`config.mk`:
```
export PLATFORM = sky130hd
export DESIGN_NAME = event_selector
export DESIGN_NICKNAME = d
export VERILOG_FILES = /design/src/hw/event_sel_pkg.sv /design/src/hw/code_decoder.sv /design/src/hw/event_selector.sv
export SDC_FILE = /design/constraint.sdc
export NUM_CORES = 1
export LEC_CHECK = 0
export BUFFER_PORTS_ARGS = -buffer_cell sky130_fd_sc_hd__buf_2
export CORE_UTILIZATION = 60
export DETAILED_ROUTE_END_ITERATION = 10
export PLACE_DENSITY = 0.85
export SLEW_MARGIN = 20
export SYNTH_ARGS = -nofsm -noshare
export SYNTH_HDL_FRONTEND = slang
export SYNTH_SLANG_ARGS = --single-unit
```
`constraint.sdc`:
```
create_clock -name clock -period 11.8 [get_ports clock]
set_clock_uncertainty 0.2 [all_clocks]
set_input_delay 1.77 -clock clock [delete_from_list [all_inputs] [get_ports clock]]
set_output_delay 1.77 -clock clock [all_outputs]
set_load 0.01 [all_outputs]
```
`src/hw/event_sel_pkg.sv`:
```
package event_sel_pkg;

  // ********************************************************
  // sizes
  // ********************************************************
  localparam int CHANNELS     = 16;
  localparam int PROG_SLOTS   = 12;
  localparam int FIELDS_PER   = 4;
  localparam int CODE_W       = 6;
  localparam int CODE_COUNT   = 16;
  localparam int PIN_COUNT    = 4;
  localparam int CHAIN_COUNT  = 4;
  localparam int CHAIN_BASE   = 8;
  localparam int HIGH_BASE    = 12;
  localparam int FIELD_STRIDE = 8;

  // ********************************************************
  // register map (byte addresses)
  // ********************************************************
  localparam logic [31:0] SEL_CH0_3_ADDR   = 32'h01A0FF00;
  localparam logic [31:0] SEL_CH4_7_ADDR   = 32'h01A0FF04;
  localparam logic [31:0] SEL_CH12_15_ADDR = 32'h01A0FF0C;
  localparam logic [31:0] PIN_CTRL_ADDR    = 32'h01A0FF10;

  // pin control register layout
  localparam int POL_LSB   = 0;
  localparam int LEVEL_LSB = 4;

  localparam logic [3:0] POL_RESET = 4'h0;

  // ********************************************************
  // event codes
  // ********************************************************
  localparam logic [5:0] CODE_NONE    = 6'h00;
  localparam logic [5:0] CODE_TIMER0  = 6'h01;
  localparam logic [5:0] CODE_TIMER1  = 6'h02;
  localparam logic [5:0] CODE_SDRAM   = 6'h03;
  localparam logic [5:0] CODE_PIN4    = 6'h04;
  localparam logic [5:0] CODE_PIN2    = 6'h0A;
  localparam logic [5:0] CODE_SER0_TX = 6'h0C;
  localparam logic [5:0] CODE_LIMIT   = 6'h10;

  // one bit per code below CODE_LIMIT, set where an event exists
  localparam logic [15:0] CODE_VALID_MASK = 16'hF4FE;

endpackage

```
`src/hw/code_decoder.sv`:
```
`timescale 1ns/1ps

// ********************************************************
// one channel's code lookup
// ********************************************************
module code_decoder (
  input  wire logic [5:0]  code,
  input  wire logic [15:0] events_by_code,
  output logic             hit,
  output logic             valid
);

  wire       in_range;
  wire [3:0] index;

  assign in_range = code < event_sel_pkg::CODE_LIMIT;
  assign index    = code[3:0];
  // reserved codes never fire, even if the event line is high
  assign valid    = in_range
                  & event_sel_pkg::CODE_VALID_MASK[index];
  assign hit      = valid & events_by_code[index];

endmodule // code_decoder

```
`src/hw/event_selector.sv`:
```
// Local design decision: the Avalon-MM slave port.
`timescale 1ns/1ps

// Notes on behaviour
// - sixteen channel triggers, twelve routable and four for chaining.
// - channels 8 to 11 follow only chain completion codes 8 to 11.
// - the fixed variant wires code n to channel n; channel 0 gets no event.
// - the three selector registers sit at FF00, FF04 and FF0C.
// - each selector holds four 6-bit fields at bytes 0 to 3.
// - fields for channels 0 to 7 reset to their channel number.
// - fields for channels 12 to 15 reset to codes 8 to 11.
// - codes 1 to 7 select timers, sdram refresh and pins 4 to 7.
// - code 10 is pin 2, 12 to 15 the serial events, others reserved.
// - any event may drive any routable channel, several at once.
// - pin events 4 to 7 come from the external pins 4 to 7.
// - pin events are edge detected, edge chosen per pin by polarity.
module event_selector #(
  parameter bit FIXED_MAP = 1'b0
) (
  input  wire logic        clock,
  input  wire logic        rst_b,
  input  wire logic [31:0] address,
  input  wire logic        read,
  input  wire logic        write,
  input  wire logic [31:0] writedata,
  input  wire logic [3:0]  byteenable,
  output logic      [31:0] readdata,
  output logic             waitrequest,
  input  wire logic        timer0_event,
  input  wire logic        timer1_event,
  input  wire logic        sdram_refresh_event,
  input  wire logic        pin2_event,
  input  wire logic [3:0]  ext_pins,
  input  wire logic        serial0_tx_event,
  input  wire logic        serial0_rx_event,
  input  wire logic        serial1_tx_event,
  input  wire logic        serial1_rx_event,
  input  wire logic [3:0]  chain_complete,
  output logic      [15:0] channel_trigger
);

  // ********************************************************
  // reset release
  // ********************************************************
  logic rst_meta_reg;
  logic rst_q_reg;

  always_ff @(posedge clock or negedge rst_b) begin
    if (!rst_b) begin
      rst_meta_reg <= 1'b0;
      rst_q_reg    <= 1'b0;
    end else begin
      rst_meta_reg <= 1'b1;
      rst_q_reg    <= rst_meta_reg;
    end
  end

  // ********************************************************
  // avalon slave: one wait cycle on every access
  // ********************************************************
  logic        ack_reg;
  logic [31:0] readdata_reg;
  logic [3:0]  pol_reg;
  logic [5:0]  field_reg [event_sel_pkg::PROG_SLOTS];

  wire        request;
  wire        hit_sel0;
  wire        hit_sel1;
  wire        hit_sel3;
  wire        hit_pin;
  wire        write_now;
  wire [31:0] sel0_word;
  wire [31:0] sel1_word;
  wire [31:0] sel3_word;
  wire [31:0] pin_word;
  wire [31:0] read_word;
  wire [3:0]  pin_level;

  assign request   = read | write;
  assign waitrequest = request & ~ack_reg;
  assign write_now = write & ack_reg;
  assign hit_sel0  = address == event_sel_pkg::SEL_CH0_3_ADDR;
  assign hit_sel1  = address == event_sel_pkg::SEL_CH4_7_ADDR;
  assign hit_sel3  = address == event_sel_pkg::SEL_CH12_15_ADDR;
  assign hit_pin   = address == event_sel_pkg::PIN_CTRL_ADDR;

  // reserved bits 7:6 of each byte read as zero
  assign sel0_word = {2'h0, field_reg[3],  2'h0, field_reg[2],
                      2'h0, field_reg[1],  2'h0, field_reg[0]};
  assign sel1_word = {2'h0, field_reg[7],  2'h0, field_reg[6],
                      2'h0, field_reg[5],  2'h0, field_reg[4]};
  assign sel3_word = {2'h0, field_reg[11], 2'h0, field_reg[10],
                      2'h0, field_reg[9],  2'h0, field_reg[8]};
  assign pin_word  = {24'h000000, pin_level, pol_reg};
  // unmapped addresses read as zero
  assign read_word = hit_sel0 ? sel0_word :
                     hit_sel1 ? sel1_word :
                     hit_sel3 ? sel3_word :
                     hit_pin  ? pin_word  : 32'h00000000;

  always_ff @(posedge clock or negedge rst_q_reg) begin
    if (!rst_q_reg) begin
      ack_reg      <= 1'b0;
      readdata_reg <= 32'h00000000;
    end else begin
      ack_reg      <= request & ~ack_reg;
      readdata_reg <= read_word;
    end
  end

  assign readdata = readdata_reg;

  always_ff @(posedge clock or negedge rst_q_reg) begin
    if (!rst_q_reg) begin
      pol_reg <= event_sel_pkg::POL_RESET;
    end else if (write_now && hit_pin && byteenable[0]) begin
      pol_reg <= writedata[event_sel_pkg::POL_LSB +: 4];
    end
  end

  // ********************************************************
  // code fields, one byte lane per field
  // ********************************************************
  genvar s;
  generate
    for (s = 0; s < event_sel_pkg::PROG_SLOTS; s++) begin : g_field
      localparam int LANE = s % event_sel_pkg::FIELDS_PER;
      localparam int LSB  = LANE * event_sel_pkg::FIELD_STRIDE;
      localparam logic [5:0] RESET_CODE = 6'(s);
      wire in_reg;
      wire take;

      if (s < event_sel_pkg::FIELDS_PER) begin : g_r0
        assign in_reg = hit_sel0;
      end else if (s < event_sel_pkg::CHAIN_BASE) begin : g_r1
        assign in_reg = hit_sel1;
      end else begin : g_r3
        assign in_reg = hit_sel3;
      end
      assign take = write_now & in_reg & byteenable[LANE];

      always_ff @(posedge clock or negedge rst_q_reg) begin
        if (!rst_q_reg) begin
          field_reg[s] <= RESET_CODE;
        end else if (take) begin
          field_reg[s] <= writedata[LSB +: event_sel_pkg::CODE_W];
        end
      end
    end
  endgenerate

  // ********************************************************
  // external pins: two-stage sync, then edge detect
  // ********************************************************
  logic [3:0] pin_meta_reg;
  logic [3:0] pin_sync_reg;
  logic [3:0] pin_prev_reg;
  logic [3:0] pin_evt_reg;

  wire  [3:0] pin_rise;
  wire  [3:0] pin_fall;
  wire  [3:0] pin_edge;

  always_ff @(posedge clock or negedge rst_q_reg) begin
    if (!rst_q_reg) begin
      pin_meta_reg <= 4'h0;
      pin_sync_reg <= 4'h0;
      pin_prev_reg <= 4'h0;
      pin_evt_reg  <= 4'h0;
    end else begin
      pin_meta_reg <= ext_pins;
      pin_sync_reg <= pin_meta_reg;
      pin_prev_reg <= pin_sync_reg;
      pin_evt_reg  <= pin_edge;
    end
  end

  assign pin_level = pin_sync_reg;
  assign pin_rise  = pin_sync_reg & ~pin_prev_reg;
  assign pin_fall  = ~pin_sync_reg & pin_prev_reg;
  // polarity 0 picks the rising edge, 1 the falling edge
  assign pin_edge  = (pin_rise & ~pol_reg) | (pin_fall & pol_reg);

  // ********************************************************
  // event vector indexed by code
  // ********************************************************
  wire [15:0] events_by_code;

  assign events_by_code = {serial1_rx_event, serial1_tx_event,
                           serial0_rx_event, serial0_tx_event,
                           1'b0, pin2_event, 2'h0,
                           pin_evt_reg,
                           sdram_refresh_event, timer1_event,
                           timer0_event, 1'b0};

  // ********************************************************
  // channel selection and pulse shaping
  // ********************************************************
  logic [15:0] sel_prev_reg;
  logic [15:0] trig_reg;
  wire  [15:0] sel_level;
  wire  [11:0] slot_valid;

  generate
    for (s = 0; s < event_sel_pkg::PROG_SLOTS; s++) begin : g_slot
      // slots 0-7 feed channels 0-7, slots 8-11 feed 12-15
      localparam int CH = (s < event_sel_pkg::CHAIN_BASE) ?
                          s : s + event_sel_pkg::CHAIN_COUNT;
      localparam logic [5:0] FIXED_CODE = 6'(CH);
      wire [5:0] code;

      assign code = FIXED_MAP ? FIXED_CODE : field_reg[s];
      code_decoder u_dec (
        .code           (code),
        .events_by_code (events_by_code),
        .hit            (sel_level[CH]),
        .valid          (slot_valid[s])
      );
    end
  endgenerate

  // chaining channels have no field at all
  assign sel_level[11:8] = chain_complete;

  always_ff @(posedge clock or negedge rst_q_reg) begin
    if (!rst_q_reg) begin
      sel_prev_reg <= 16'h0000;
      trig_reg     <= 16'h0000;
    end else begin
      sel_prev_reg <= sel_level;
      // a level held high by the source still gives one pulse
      trig_reg     <= sel_level & ~sel_prev_reg;
    end
  end

  assign channel_trigger = trig_reg;

  // ********************************************************
  // checks
  // ********************************************************
  a_chain_low_pass: assert property (
    @(posedge clock) disable iff (!rst_q_reg)
    $rose(chain_complete[0]) |=> channel_trigger[8])
    else $error("chain completion 8 did not trigger channel 8");

  a_chain_high_pass: assert property (
    @(posedge clock) disable iff (!rst_q_reg)
    $rose(chain_complete[3]) |=> channel_trigger[11])
    else $error("chain completion 11 did not trigger channel 11");

  a_reserved_quiet: assert property (
    @(posedge clock) disable iff (!rst_q_reg)
    !slot_valid[0] |=> !channel_trigger[0])
    else $error("channel with reserved code fired");

  a_trigger_pulse: assert property (
    @(posedge clock) disable iff (!rst_q_reg)
    channel_trigger[1] |=> !channel_trigger[1])
    else $error("trigger held longer than one cycle");

  a_reset_fields: assert property (
    @(posedge clock)
    $rose(rst_q_reg) |-> field_reg[0] == 6'h00 &&
                         field_reg[7] == 6'h07)
    else $error("low channel fields not at reset codes");

  a_reset_high: assert property (
    @(posedge clock)
    $rose(rst_q_reg) |-> field_reg[8] == 6'h08 &&
                         field_reg[11] == 6'h0B)
    else $error("high channel fields not at reset codes");

  a_timer_route: assert property (
    @(posedge clock) disable iff (!rst_q_reg || FIXED_MAP)
    field_reg[1] == event_sel_pkg::CODE_TIMER0 &&
    $stable(field_reg[1]) && $rose(timer0_event)
    |=> channel_trigger[1])
    else $error("timer 0 event not routed to channel 1");

  a_pin_edge: assert property (
    @(posedge clock) disable iff (!rst_q_reg)
    !pol_reg[0] && $rose(pin_sync_reg[0]) |=> pin_evt_reg[0])
    else $error("rising pin edge missed");

  a_read_sel0: assert property (
    @(posedge clock) disable iff (!rst_q_reg)
    read && !waitrequest && $stable(address) &&
    address == event_sel_pkg::SEL_CH0_3_ADDR
    |-> readdata == $past(sel0_word))
    else $error("selector read data wrong");

  a_write_field: assert property (
    @(posedge clock) disable iff (!rst_q_reg)
    write && !waitrequest && byteenable[1] &&
    address == event_sel_pkg::SEL_CH0_3_ADDR
    |=> field_reg[1] == $past(writedata[13:8]))
    else $error("field 1 write lost");

  a_wait_bounded: assert property (
    @(posedge clock) disable iff (!rst_q_reg)
    $rose(read) |-> waitrequest ##1 !waitrequest)
    else $error("read not answered after one wait cycle");

  a_unmapped_zero: assert property (
    @(posedge clock) disable iff (!rst_q_reg)
    read && !waitrequest && $stable(address) &&
    address == 32'h01A0FF08 |-> readdata == 32'h00000000)
    else $error("unmapped read not zero");

endmodule // event_selector

```
# Word-level counts from Yosys, hierarchy flattened
# Memory sizes are Yosys's and may differ from the RTL's.
# Index checks and enable logic that the tools add are counted.
totals:
  regBits: 157
  memories: 12
  elab_cells: 158
  in_bits: 88
  rom_bits: 192
  output_inout_bits: 49
classes:
  n_bitwise: 53
  n_lt_le_gt_ge: 24
  mux: 40
  reduce_logical: 2
  eq_ne: 4
mem_list:
  columns: ["memory", "depth", "width", "read_ports", "rd_clocked_by_memory_dff", "write_ports", "line", "rtl"]
  rows:
  - ["(no name shown)", 16, 1, 1, 0, 0, "code_decoder.sv:20", "& event_sel_pkg::CODE_VALID_MASK[index];"]
  - ["(no name shown)", 16, 1, 1, 0, 0, "code_decoder.sv:20", null]
  - ["(no name shown)", 16, 1, 1, 0, 0, "code_decoder.sv:20", null]
  - ["(no name shown)", 16, 1, 1, 0, 0, "code_decoder.sv:20", null]
  - ["(no name shown)", 16, 1, 1, 0, 0, "code_decoder.sv:20", null]
  - ["(no name shown)", 16, 1, 1, 0, 0, "code_decoder.sv:20", null]
  - ["6 more memories", null, null, null, null, null, null, null]
ops:
  columns: ["op", "n"]
  rows:
  - ["32-bit by 25-bit equality test with 1-bit output (second input constant)", 4]
  - ["30-bit two-way mux", 3]
  - ["6-bit by 5-bit < comparator with 1-bit output (second input constant)", 12]
  - ["4-bit by 5-bit < comparator with 1-bit output (second input constant)", 12]
  - ["1-bit binary-select mux with 4-bit select", 12]
  - ["1-bit bitwise AND", 41]
  - ["1-bit two-way mux", 24]
  - ["16-bit bitwise AND", 1]
  - ["4-bit bitwise AND", 4]
  - ["16-bit inverter", 1]
  - ["4-bit inverter", 3]
  - ["8-bit two-way mux", 1]
  - ["4-bit OR", 1]
  - ["1-bit logical AND", 2]
  - ["1-bit inverter", 1]
  - ["1-bit OR", 1]

# Logic depth before layout (Yosys ltp)
# Gate-level depths: netlist of run 1.
logic_depth:
  ltp_word: 5
  depth_mapped: 7
  depth_no_buf: 4

# Modules after synthesis
# From an unflattened synthesis of run 1, not the netlist that was laid out.
hier_totals:
  hier_cells: 632
  hier_area_um2: 8256.7
by_module_without_submodules:
  columns: ["module", "cells_each", "n_inst", "seq_area_each_um2", "area_per_inst_um2"]
  rows:
  - ["event_selector", 404, 1, 3853.7, 6184.7]
  - ["code_decoder", 19, 12, 0.0, 172.7]

# Least setup slack after synthesis of run 1
# Ideal clock, no wire load.
synth_timing:
  path_type: "input to register"
  start: "in address[19]"
  end: "reg field_reg, in the netlist g_slot[3].code[3]"
  setup_slack_ns: 7.786
  required_ns: 11.475
  arrival_time_ns: 3.689
  cell_stages: 6
  n_path_buf: 2
  setup_time_ns: 0.125
  path_cell_list: "or4_1 or3_1 buf_2 buf_4 nor4b_4 mux2_2"
synth_between:
  elab_chain_len: 3
synth_lines:
  columns: ["element", "line", "rtl"]
  rows:
  - ["start, declared", "event_selector.sv:22", "input wire logic [31:0] address,"]
  - ["32-bit by 25-bit equality test with 1-bit output", "event_selector.sv:82", "assign hit_sel0 = address == event_sel_pkg::SEL_CH0_3_ADDR;"]
  - ["1-bit bitwise AND (2 in series)", "event_selector.sv:140", "assign take = write_now & in_reg & byteenable[LANE];"]
  - ["end signal, assigned by index", "event_selector.sv:146", "field_reg[s] <= writedata[LSB +: event_sel_pkg::CODE_W];"]
  - ["end, declared", "event_selector.sv:64", "logic [5:0] field_reg [event_sel_pkg::PROG_SLOTS];"]
# No other way between the ends.
# A chain may end at the register's enable or synchronous reset.

# Final worst setup path of run 1
layout_timing:
  start: "in address[30]"
  end: "reg field_reg, in the netlist g_slot[1].code[3]"
# Same word-level chain as after synthesis.

==> results.py, run 1 <==
metrics = {
    "outcome": {
        "status": "finished clean",
    },
    "detailed_routing": {
        "drt_pass1_iterations": 5,
        "drc_errors": 0,
        "wl_met3_um": 1370,
        "avgViaCountPerCell": 6.30,
        "vias": 5616,
        "topRoutingLayerUsed": "met4",
        "initialDrtViolationCount": 472,
        "wl_per_cell_um": 20.3,
        "finalWirelength_um": 18000,
        "ant_nets": 0,
        "m1WireLength_um": 7040,
        "wl_met2_um": 9030,
    },
    "logic_synthesis": {
        "netlist_instances": 609,
        "ys_top_cells_by_area": "dfrtp_1 45%, mux2_2 15%, dfstp_2 7.0%, mux4_2 6.3%, clkbuf_1 2.0%",
        "synthTopCellsByCount": "133 x dfrtp_1, 99 x mux2_2, 39 x clkbuf_1, 39 x nor2_1, 24 x nand2_1",
        "synth_cell_types": 45,
        "yosys_warnings": 0,
        "post-synth-top-count-cell": "dfrtp_1",
        "netlist_area_um2": 7460,
        "avgSynthCellArea_um2": 12.2,
        "ys_seq_area_frac": 0.517,
        "ys.flop_type": "dfrtp_1",
        "yosysTopAreaCell": "dfrtp_1",
        "synth_enable_flop_cells": 0,
        "synth-async-reset-ratio": 1.00,
        "synth_top_area_frac": 0.446,
        "ys_ff_latch": 153,
    },
    "floorplanning": {
        "die_area_um2": 12900,
        "initial_core_util": 0.618,
        "fp.coreArea_um2": 12100,
        "fp.dieH_um": 114,
        "fp.dieW_um": 114,
        "core.rowCount": 40,
        "pin_count": 137,
    },
    "sta": {
        "post-route-period-util": 0.361,
        "drv_slew": 0,
        "rsz0062_at_grt": "false",
        "max_slew.worst_pin.slew_ps": 1110,
        "hold_viol": 0,
        "finalSetupViolCount": 0,
        "fmax_mhz": 235,
        "period_needed_ps": 4260,
        "slew_headroom": 0.261,
        "setup-tns-final_ps": 0,
    },
    "setup_path": {
        "rr_startpoint": "ack_reg$_DFF_PN0_",
        "reg2reg_depth": 4,
        "worst_ep_required_time_ps": 11900,
        "critPathCaptureType": "flip-flop",
        "critPathArrivalTime_ps": 4360,
        "r2r_end": "g_slot[9].code[2]$_DFFE_PN0P_",
        "critPathLaunchType": "input pin",
        "crit_fanout": 15,
        "path_class": "in2reg",
        "r2r_slack_ps": 9760,
    },
    "clock_network": {
        "post-cts-setup-buffers": 0,
        "cts.root.buffer_cell": "clkbuf_16",
        "cts_tree": "built",
        "clk_pin_slew_worst_paths_ps": 60,
        "numCtsBuffers": 17,
        "ctsResizeCount": 0,
        "clk_latency_ps": 420,
        "cts_hold_buf": 0,
        "clkSinkCount": 153,
        "cts_buffer_depth": 2,
        "h-tree-depth": 4,
    },
    "place": {
        "gp_congestion": 0.838,
        "place_hpwl_um": 12300,
        "io_buffers": 122,
    },
    "grt": {
        "grt_pass1_wl_um": 29000,
        "grt.total_usage": 0.299,
        "grt_pass1_vias": 5849,
        "antenna_found_initial": 0,
        "grt_max_degree": 83,
        "overflow": 0,
    },
    "pwr": {
        "power.total_uw": 1180,
        "p_per_area_nw_per_um2": 134,
        "leakage_uw": 0.00403,
        "peakVddDrop_uv": 142,
    },
    "finish": {
        "areaGrowthSynthToFinish_pct": 17.7,
        "nNetsFinal": 798,
        "largest_reg_flops": 72,
        "fillers": 779,
        "n_antenna_cell": 0,
        "drive_gt1_frac": 0.432,
    },
    "flow_run": {
        "maxCapViolCount": 0,
    },
    "worst_hold_path": {
        "min-delay-path-class": "reg2async",
    },
}
[layer usage]
metal / track usage / vias to the layer above
met5: 0 / -
met4: 0.155 / 0
met3: 0.0861 / 58
met2: 0.496 / 288
met1: 0.357 / 2821
li1: - / 2449
[critical path: stages]
cell and delay (ps):
buf_2 110, nor4_1 290, nand4_1 900, nor4b_4 870
mux2_2 410
[metrics by stage]
step	cell area [um^2]	cells	setup slack, ps	util	hold slack [ps]
5_1_grt	8780	891	7370	0.728	158
3_5_place_dp	8110	858	7090	0.672	140
4_1_cts	8760	890	7540	0.726	153
2_1_floorplan	7480	614	7060	-	131
6_report	8780	891	7540	0.728	118
3_3_place_gp	8110	858	7170	0.672	131
[cell families after synthesis]
family	Yosys count	share of synthesized area
AND/OR/NAND/NOR	199	0.160
flip-flops	153	0.517
multiplexers	130	0.226
AO/OA/AOI/OAI	76	0.0673
buffers and inverters	49	0.0283
other	2	0.00101
[cell usage in the layout (no fill, tap or decap), types with 17 or more instances in the layout]
| master | instances |
|---|---|
| dfrtp_1 | 132 |
| buf_2 | 122 |
| mux2_2 | 99 |
| nor2_1 | 39 |
| nand2_1 | 24 |
| nor3_1 | 22 |
| a21oi_1 | 21 |
| mux4_2 | 21 |
| dfstp_2 | 20 |
| a22oi_1 | 17 |
| clkbuf_16 | 17 |
[where the power goes]
part	internal [uW]	leakage, uW	switching, uW
registers	530	0.00201	7.89
logic	22.8	0.00172	33.8
clock network	376	0.000297	208
total	929	0.00403	249
[final cells by class]
| type | instances | area, um^2 | share of cell area |
|---|---|---|---|
| clock inverters | 10 | 165 | 0.0188 |
| well taps | 168 | 210 | 0.0239 |
| multi-input cells | 412 | 3410 | 0.389 |
| clock buffers | 22 | 484 | 0.0552 |
| flip-flops and latches | 153 | 3860 | 0.439 |
| inverters | 1 | 3.75 | 0.000428 |
| repair buffers | 125 | 646 | 0.0735 |
[worst max-delay path by stage]
stage                             start                             to  slack [ps]  cells after the start
floorplan           rst_q_reg$_DFF_PN0_              ack_reg$_DFF_PN0_        7060                      0
global placement             address[1]  g_slot[9].code[1]$_DFFE_PN0P_        7170                      5
detailed placement          address[30]  g_slot[9].code[2]$_DFFE_PN0P_        7090                      5
CTS                         address[30]  g_slot[9].code[2]$_DFFE_PN0P_        7540                      5
global route                address[25]  g_slot[9].code[2]$_DFFE_PN0P_        7370                      5
finish                      address[30]  g_slot[1].code[3]$_DFFE_PN0P_        7540                      5
Power figures use the tool's default switching activity.
==> inputs of run 2 (changes only) <==
- CORE_UTILIZATION: 60 -> 51
- PLACE_DENSITY: 0.85 -> 0.77
- clock period: 11.8 -> 3.8 ns (I/O delays scaled with it)
==> run 2 against run 1 <==
- via count shrank 1.4%
- sequential cell count is the same
- largest power group unchanged
- design area grew 0.24%
- die area grew 17%
- power grew to 3.1 times the previous value
- combinational power grew to 3.3 times the previous value
- sequential power grew to 3.1 times the previous value
- count of clock-buffer cells in the layout grew 2
- non-clock buffer count grew 6
- hold slack lost 71 ps
==> results.py, run 2 (synthesis gave the netlist of run 1 again) <==
metrics = {
    "outcome": {
        "status": "finished clean",
    },
    "finish": {
        "areaGrowthSynthToFinish_pct": 18.0,
        "mostFrequentLayoutCells": "132 x dfrtp_1, 122 x buf_2, 99 x mux2_2",
        "largest_reg_flops": 72,
        "n_antenna_cell": 0,
        "nNetsFinal": 804,
        "fin_area_um2": 8800,
        "utilization": 0.624,
        "final_common_cell": "dfrtp_1",
        "layout.cells.non_filler": 909,
        "drive_gt1_frac": 0.428,
    },
    "flow_run": {
        "maxCapViolCount": 0,
    },
    "setup_path": {
        "endpoint": "g_slot[1].code[5]$_DFFE_PN0P_",
        "r2r_slack_ps": 1750,
        "rr_startpoint": "ack_reg$_DFF_PN0_",
        "critPathCaptureType": "flip-flop",
        "critPathArrivalTime_ps": 2940,
        "critPathLaunchType": "input pin",
        "crit_start": "address[19]",
        "worst_ep_required_time_ps": 3900,
        "crit_fanout": 15,
        "reg2reg_depth": 4,
        "path_class": "in2reg",
        "r2r_end": "g_slot[5].code[5]$_DFFE_PN0P_",
    },
    "sta": {
        "finalSetupViolCount": 0,
        "period_needed_ps": 2840,
        "post-route-period-util": 0.747,
        "rsz0062_at_grt": "false",
        "max_slew.worst_pin.slew_ps": 915,
        "fmax_mhz": 352,
        "hold_viol": 0,
        "drv_slew": 0,
        "slew_headroom": 0.390,
        "setup-tns-final_ps": 0,
    },
    "pwr": {
        "power.total_uw": 3600,
        "leakage_uw": 0.00405,
        "peakVddDrop_uv": 416,
        "p_per_area_nw_per_um2": 409,
    },
    "detailed_routing": {
        "ant_nets": 0,
        "vias": 5538,
        "drc_errors": 0,
        "drt_pass1_iterations": 5,
        "wl_per_cell_um": 19.9,
        "avgViaCountPerCell": 6.09,
        "finalWirelength_um": 18100,
        "initialDrtViolationCount": 524,
    },
    "place": {
        "postPlaceCellArea_um2": 8180,
        "place_hpwl_um": 12200,
        "place_inst": 876,
        "io_buffers": 122,
        "gp_congestion": 0.854,
    },
    "clock_network": {
        "ctsResizeCount": 0,
        "clk_latency_ps": 430,
        "clkSinkCount": 153,
        "numCtsBuffers": 17,
        "cts.root.buffer_cell": "clkbuf_16",
        "cts_hold_buf": 1,
        "cts_buffer_depth": 2,
        "cts_tree": "built",
        "h-tree-depth": 4,
        "post-cts-setup-buffers": 0,
        "clk_pin_slew_worst_paths_ps": 60,
    },
    "grt": {
        "grt_use_met3": 0.0687,
        "grtUsageMet2": 0.423,
        "overflow": 0,
        "gr-usage-met1": 0.327,
        "busiest_layer": "met2",
        "antenna_found_initial": 0,
        "grt_pass1_wl_um": 29300,
        "grt.total_usage": 0.259,
        "grt_max_degree": 152,
        "grt_pass1_vias": 5563,
    },
    "worst_hold_path": {
        "min_from": "ext_pins[1]",
        "min-delay-path-class": "in2reg",
    },
    "floorplanning": {
        "fp.dieW_um": 123,
        "fp.coreArea_um2": 14100,
        "fp.dieH_um": 123,
        "initial_core_util": 0.529,
        "core.rowCount": 43,
        "pin_count": 137,
        "die_area_um2": 15100,
    },
}
## run 2: cell count changes in the layout (fill, tap and decap cells not counted)
cell,previous run,this run
clkinvlp_4,6,1
clkinv_2,0,2
clkinv_4,0,1
buf_4,2,7
dlygate4sd3_1,0,1
clkbuf_8,4,1
clkbuf_1,1,6
## run 2: stage by stage
stage | hold slack, ps | setup WS [ps]
5_1_grt | 34.2 | 890
4_1_cts | 30.5 | 977
3_5_place_dp | 135 | 532
3_3_place_gp | 133 | 568
2_1_floorplan | 74.4 | 986
6_report | 47.5 | 963
## run 2: area by class of cell
class / count / area (um^2)
flip-flops and latches: 153 / 3860
fillers: 1140 / 5300
clock inverters: 8 / 146
repair buffers: 131 / 693
well taps: 180 / 225
multi-input cells: 412 / 3410
clock buffers: 24 / 462
inverters: 1 / 3.75
## run 2: worst max-delay path, cell delays in order
cell	delay [ps]
buf_2	100
or4_1	500
or3_1	690
nor4b_4	670
mux2_2	410
## run 2: worst min-delay path by stage
stage                     slack, ps  cells after the start                        end
final                            50                      1  pin_meta_reg[1]$_DFF_PN0_
after global placement          130                      0     pin_level[1]$_DFF_PN0_
after CTS                        30                      1  pin_meta_reg[1]$_DFF_PN0_
after detailed placement        130                      0     pin_level[1]$_DFF_PN0_
after floorplan                  70                      0     rst_meta_reg$_DFF_PN0_
after global routing             30                      1  pin_meta_reg[1]$_DFF_PN0_
## run 2: routing by layer
layer	vias up	part of all wire
met4	0	0.024
met2	258	0.50
met5	-	0
met3	39	0.071
li1	2461	-
met1	2780	0.41
## run 2: report_power, final
group	total (uW)	leakage (uW)	internal, uW	switching [uW]
clock network	1750	0.000292	1110	636
logic	187	0.00175	73.0	114
registers	1660	0.00201	1650	17.2
==> inputs of run 3 (changes only) <==
- ABC_AREA: not set -> 1
- clock period: 3.8 -> 2.3 ns (I/O delays scaled with it)
==> run 3 against run 2 <==
- power up 60%
- sequential cell count unchanged
- first-iteration DRC count up 24%
- hold slack worse by 38 ps
- clock power grew 53%
- global-route usage grew 1.5 points
- die area is 1.9% higher
- routed wire length up 8.6%
- combinational power increased by 80%
- core utilization increased by 1.8 points
- final cell count increased by 43%
- synthesized area increased by 1.9%
- critical endpoint is now g_slot[8].code[5]$_DFFE_PN0P_
- largest cell class unchanged
- highest routed layer unchanged
==> results.py, run 3 <==
metrics = {
    "outcome": {
        "status": "finished clean",
    },
    "logic_synthesis": {
        "ys.flop_type": "dfrtp_1",
        "netlist_instances": 954,
        "synth-async-reset-ratio": 1.00,
        "ys_ff_latch": 153,
        "synth_enable_flop_cells": 0,
        "ys_seq_area_frac": 0.507,
        "yosysTopAreaCell": "dfrtp_1",
        "avgSynthCellArea_um2": 7.97,
        "synthTopCellsByCount": "274 x nand2_1, 133 x dfrtp_1, 119 x nand3_1",
        "post-synth-top-count-cell": "nand2_1",
        "ys_top_cells_by_area": "dfrtp_1 44%, nand2_1 14%, nand3_1 7.8%, dfstp_2 6.9%, o21ai_0 5.1%",
        "netlist_area_um2": 7600,
        "yosys_warnings": 0,
        "synth_cell_types": 31,
        "synth_top_area_frac": 0.438,
    },
    "clock_network": {
        "clkSinkCount": 153,
        "cts_buffer_depth": 2,
        "clk_pin_slew_worst_paths_ps": 60,
        "h-tree-depth": 4,
        "cts.root.buffer_cell": "clkbuf_16",
        "numCtsBuffers": 17,
        "clk_latency_ps": 430,
        "cts_tree": "built",
        "post-cts-setup-buffers": 0,
    },
    "setup_path": {
        "cp_cell_sequence": "buf_2 -> inv_1 -> nand2_1 -> nor2_1 -> nand2_1 -> nor2_2 -> buf_12 -> nand2_2 -> inv_2 -> nand2_1 -> nand2_1 -> o21ai_1",
        "critPathArrivalTime_ps": 1930,
        "crit_fanout": 19,
        "slowest_delay_ps": 310,
        "cp_common_cell": "nand2_1",
        "critPathLaunchType": "input pin",
        "path_class": "in2reg",
        "critPathCaptureType": "flip-flop",
        "worst_ep_required_time_ps": 2400,
        "slowest_stage": "nand2_1",
    },
    "finish": {
        "drive_gt1_frac": 0.204,
        "layout.cells.non_filler": 1303,
        "multi_input_area_um2": 3150,
        "fillers": 1251,
        "n_antenna_cell": 0,
        "utilization": 0.643,
        "largest_reg_flops": 72,
        "nNetsFinal": 1194,
        "areaGrowthSynthToFinish_pct": 22.8,
        "final_common_cell": "nand2_1",
        "mostFrequentLayoutCells": "274 x nand2_1, 132 x dfrtp_1, 122 x buf_2",
        "seqCellArea_um2": 3860,
    },
    "detailed_routing": {
        "drt_pass1_iterations": 6,
        "finalWirelength_um": 19700,
        "avgViaCountPerCell": 5.42,
        "drc_errors": 0,
        "ant_nets": 0,
        "initialDrtViolationCount": 649,
        "vias": 7059,
        "wl_per_cell_um": 15.1,
    },
    "pwr": {
        "leakage_uw": 0.00484,
        "p_per_area_nw_per_um2": 617,
        "peakVddDrop_uv": 473,
    },
    "flow_run": {
        "maxCapViolCount": 0,
    },
    "grt": {
        "grt.total_usage": 0.275,
        "antenna_found_initial": 0,
        "overflow": 0,
        "grt_pass1_vias": 6563,
        "grt_max_degree": 44,
        "grt_pass1_wl_um": 31700,
    },
    "sta": {
        "rsz0062_at_grt": "false",
        "fmax_mhz": 546,
        "setup-tns-final_ps": 0,
        "max_slew.worst_pin.slew_ps": 560,
        "period_needed_ps": 1830,
        "slew_headroom": 0.627,
        "drv_slew": 0,
        "finalSetupViolCount": 0,
        "hold_viol": 0,
        "post-route-period-util": 0.796,
    },
    "floorplanning": {
        "fp.dieW_um": 124,
        "initial_core_util": 0.523,
        "pin_count": 137,
        "fp.coreArea_um2": 14500,
        "die_area_um2": 15400,
        "fp.dieH_um": 124,
        "core.rowCount": 44,
    },
    "worst_hold_path": {
        "min-delay-path-class": "in2reg",
    },
    "place": {
        "gp_congestion": 0.866,
        "io_buffers": 122,
        "place_inst": 1237,
        "place_hpwl_um": 13900,
    },
}
run 3: area by class of cell:
cell class	count	area share
flip-flops and latches	153	0.413
multi-input cells	660	0.337
repair buffers	179	0.126
clock buffers	20	0.0489
inverters	95	0.0382
well taps	184	0.0246
clock inverters	12	0.0125
run 3: metal layers:
| metal | share of wire | vias to the layer above | global-route usage |
|---|---|---|---|
| li1 | - | 3399 | - |
| met1 | 0.41 | 3263 | 0.364 |
| met2 | 0.47 | 340 | 0.439 |
| met3 | 0.083 | 57 | 0.0600 |
| met4 | 0.030 | 0 | 0.106 |
| met5 | 0 | - | 0 |
run 3: repair_timing:
item / in CTS / in global routing
endpoints found under the hold margin: 65 / 0
gates resized for setup: 0 / 0
hold buffers: 34 / 0
run 3: path summary, 6_finish.rpt:
| kind | start | endpoint | slack (ps) | cells past startpoint |
|---|---|---|---|---|
| min in group asynchronous | rst_b | rst_q_reg$_DFF_PN0_ | 20 | 2 |
| max in group asynchronous | rst_q_reg$_DFF_PN0_ | g_slot[3].code[0]$_DFFE_PN1P_ | 1110 | 1 |
| max | address[30] | g_slot[8].code[5]$_DFFE_PN0P_ | 470 | 12 |
| min | write | ack_reg$_DFF_PN0_ | 10 | 3 |
| max reg2reg | ack_reg$_DFF_PN0_ | g_slot[3].code[3]$_DFFE_PN0P_ | 610 | 6 |
| min reg2reg | rst_q_reg$_DFF_PN0_ | g_slot[4].code[3]$_DFFE_PN0P_ | 80 | 0 |
run 3: through the flow:
stage / setup slack, ps / total power [uW] / hold slack, ps / instance area (um^2)
global route: 282 / 5960 / 36.0 / 9340
global placement: 114 / 3090 / -67.1 / 8430
CTS: 481 / 5790 / 5.26 / 9340
floorplan: 514 / 2940 / -151 / 7630
detailed placement: 67.9 / 3090 / -68.2 / 8430
finish: 469 / 5760 / 9.53 / 9340
run 3: critical path: cells and delay by family:
kind            cells  cell delay, ps
compound gates      1              80
buf+inv             4             500
simple gates        7            1000
run 3: kinds of logic after synthesis:
kind of cell | Yosys count | share of synthesized area
other cells | 2 | 0.000988
simple gates | 488 | 0.290
buf+inv | 146 | 0.0814
flops | 153 | 0.507
compound gates | 165 | 0.121
run 3: power breakdown:
part | switching, uW | total [uW] | leakage (uW) | internal [uW]
Sequential | 30.9 | 2750 | 0.00199 | 2720
Clock | 1120 | 2670 | 0.000266 | 1550
Combinational | 205 | 336 | 0.00258 | 131
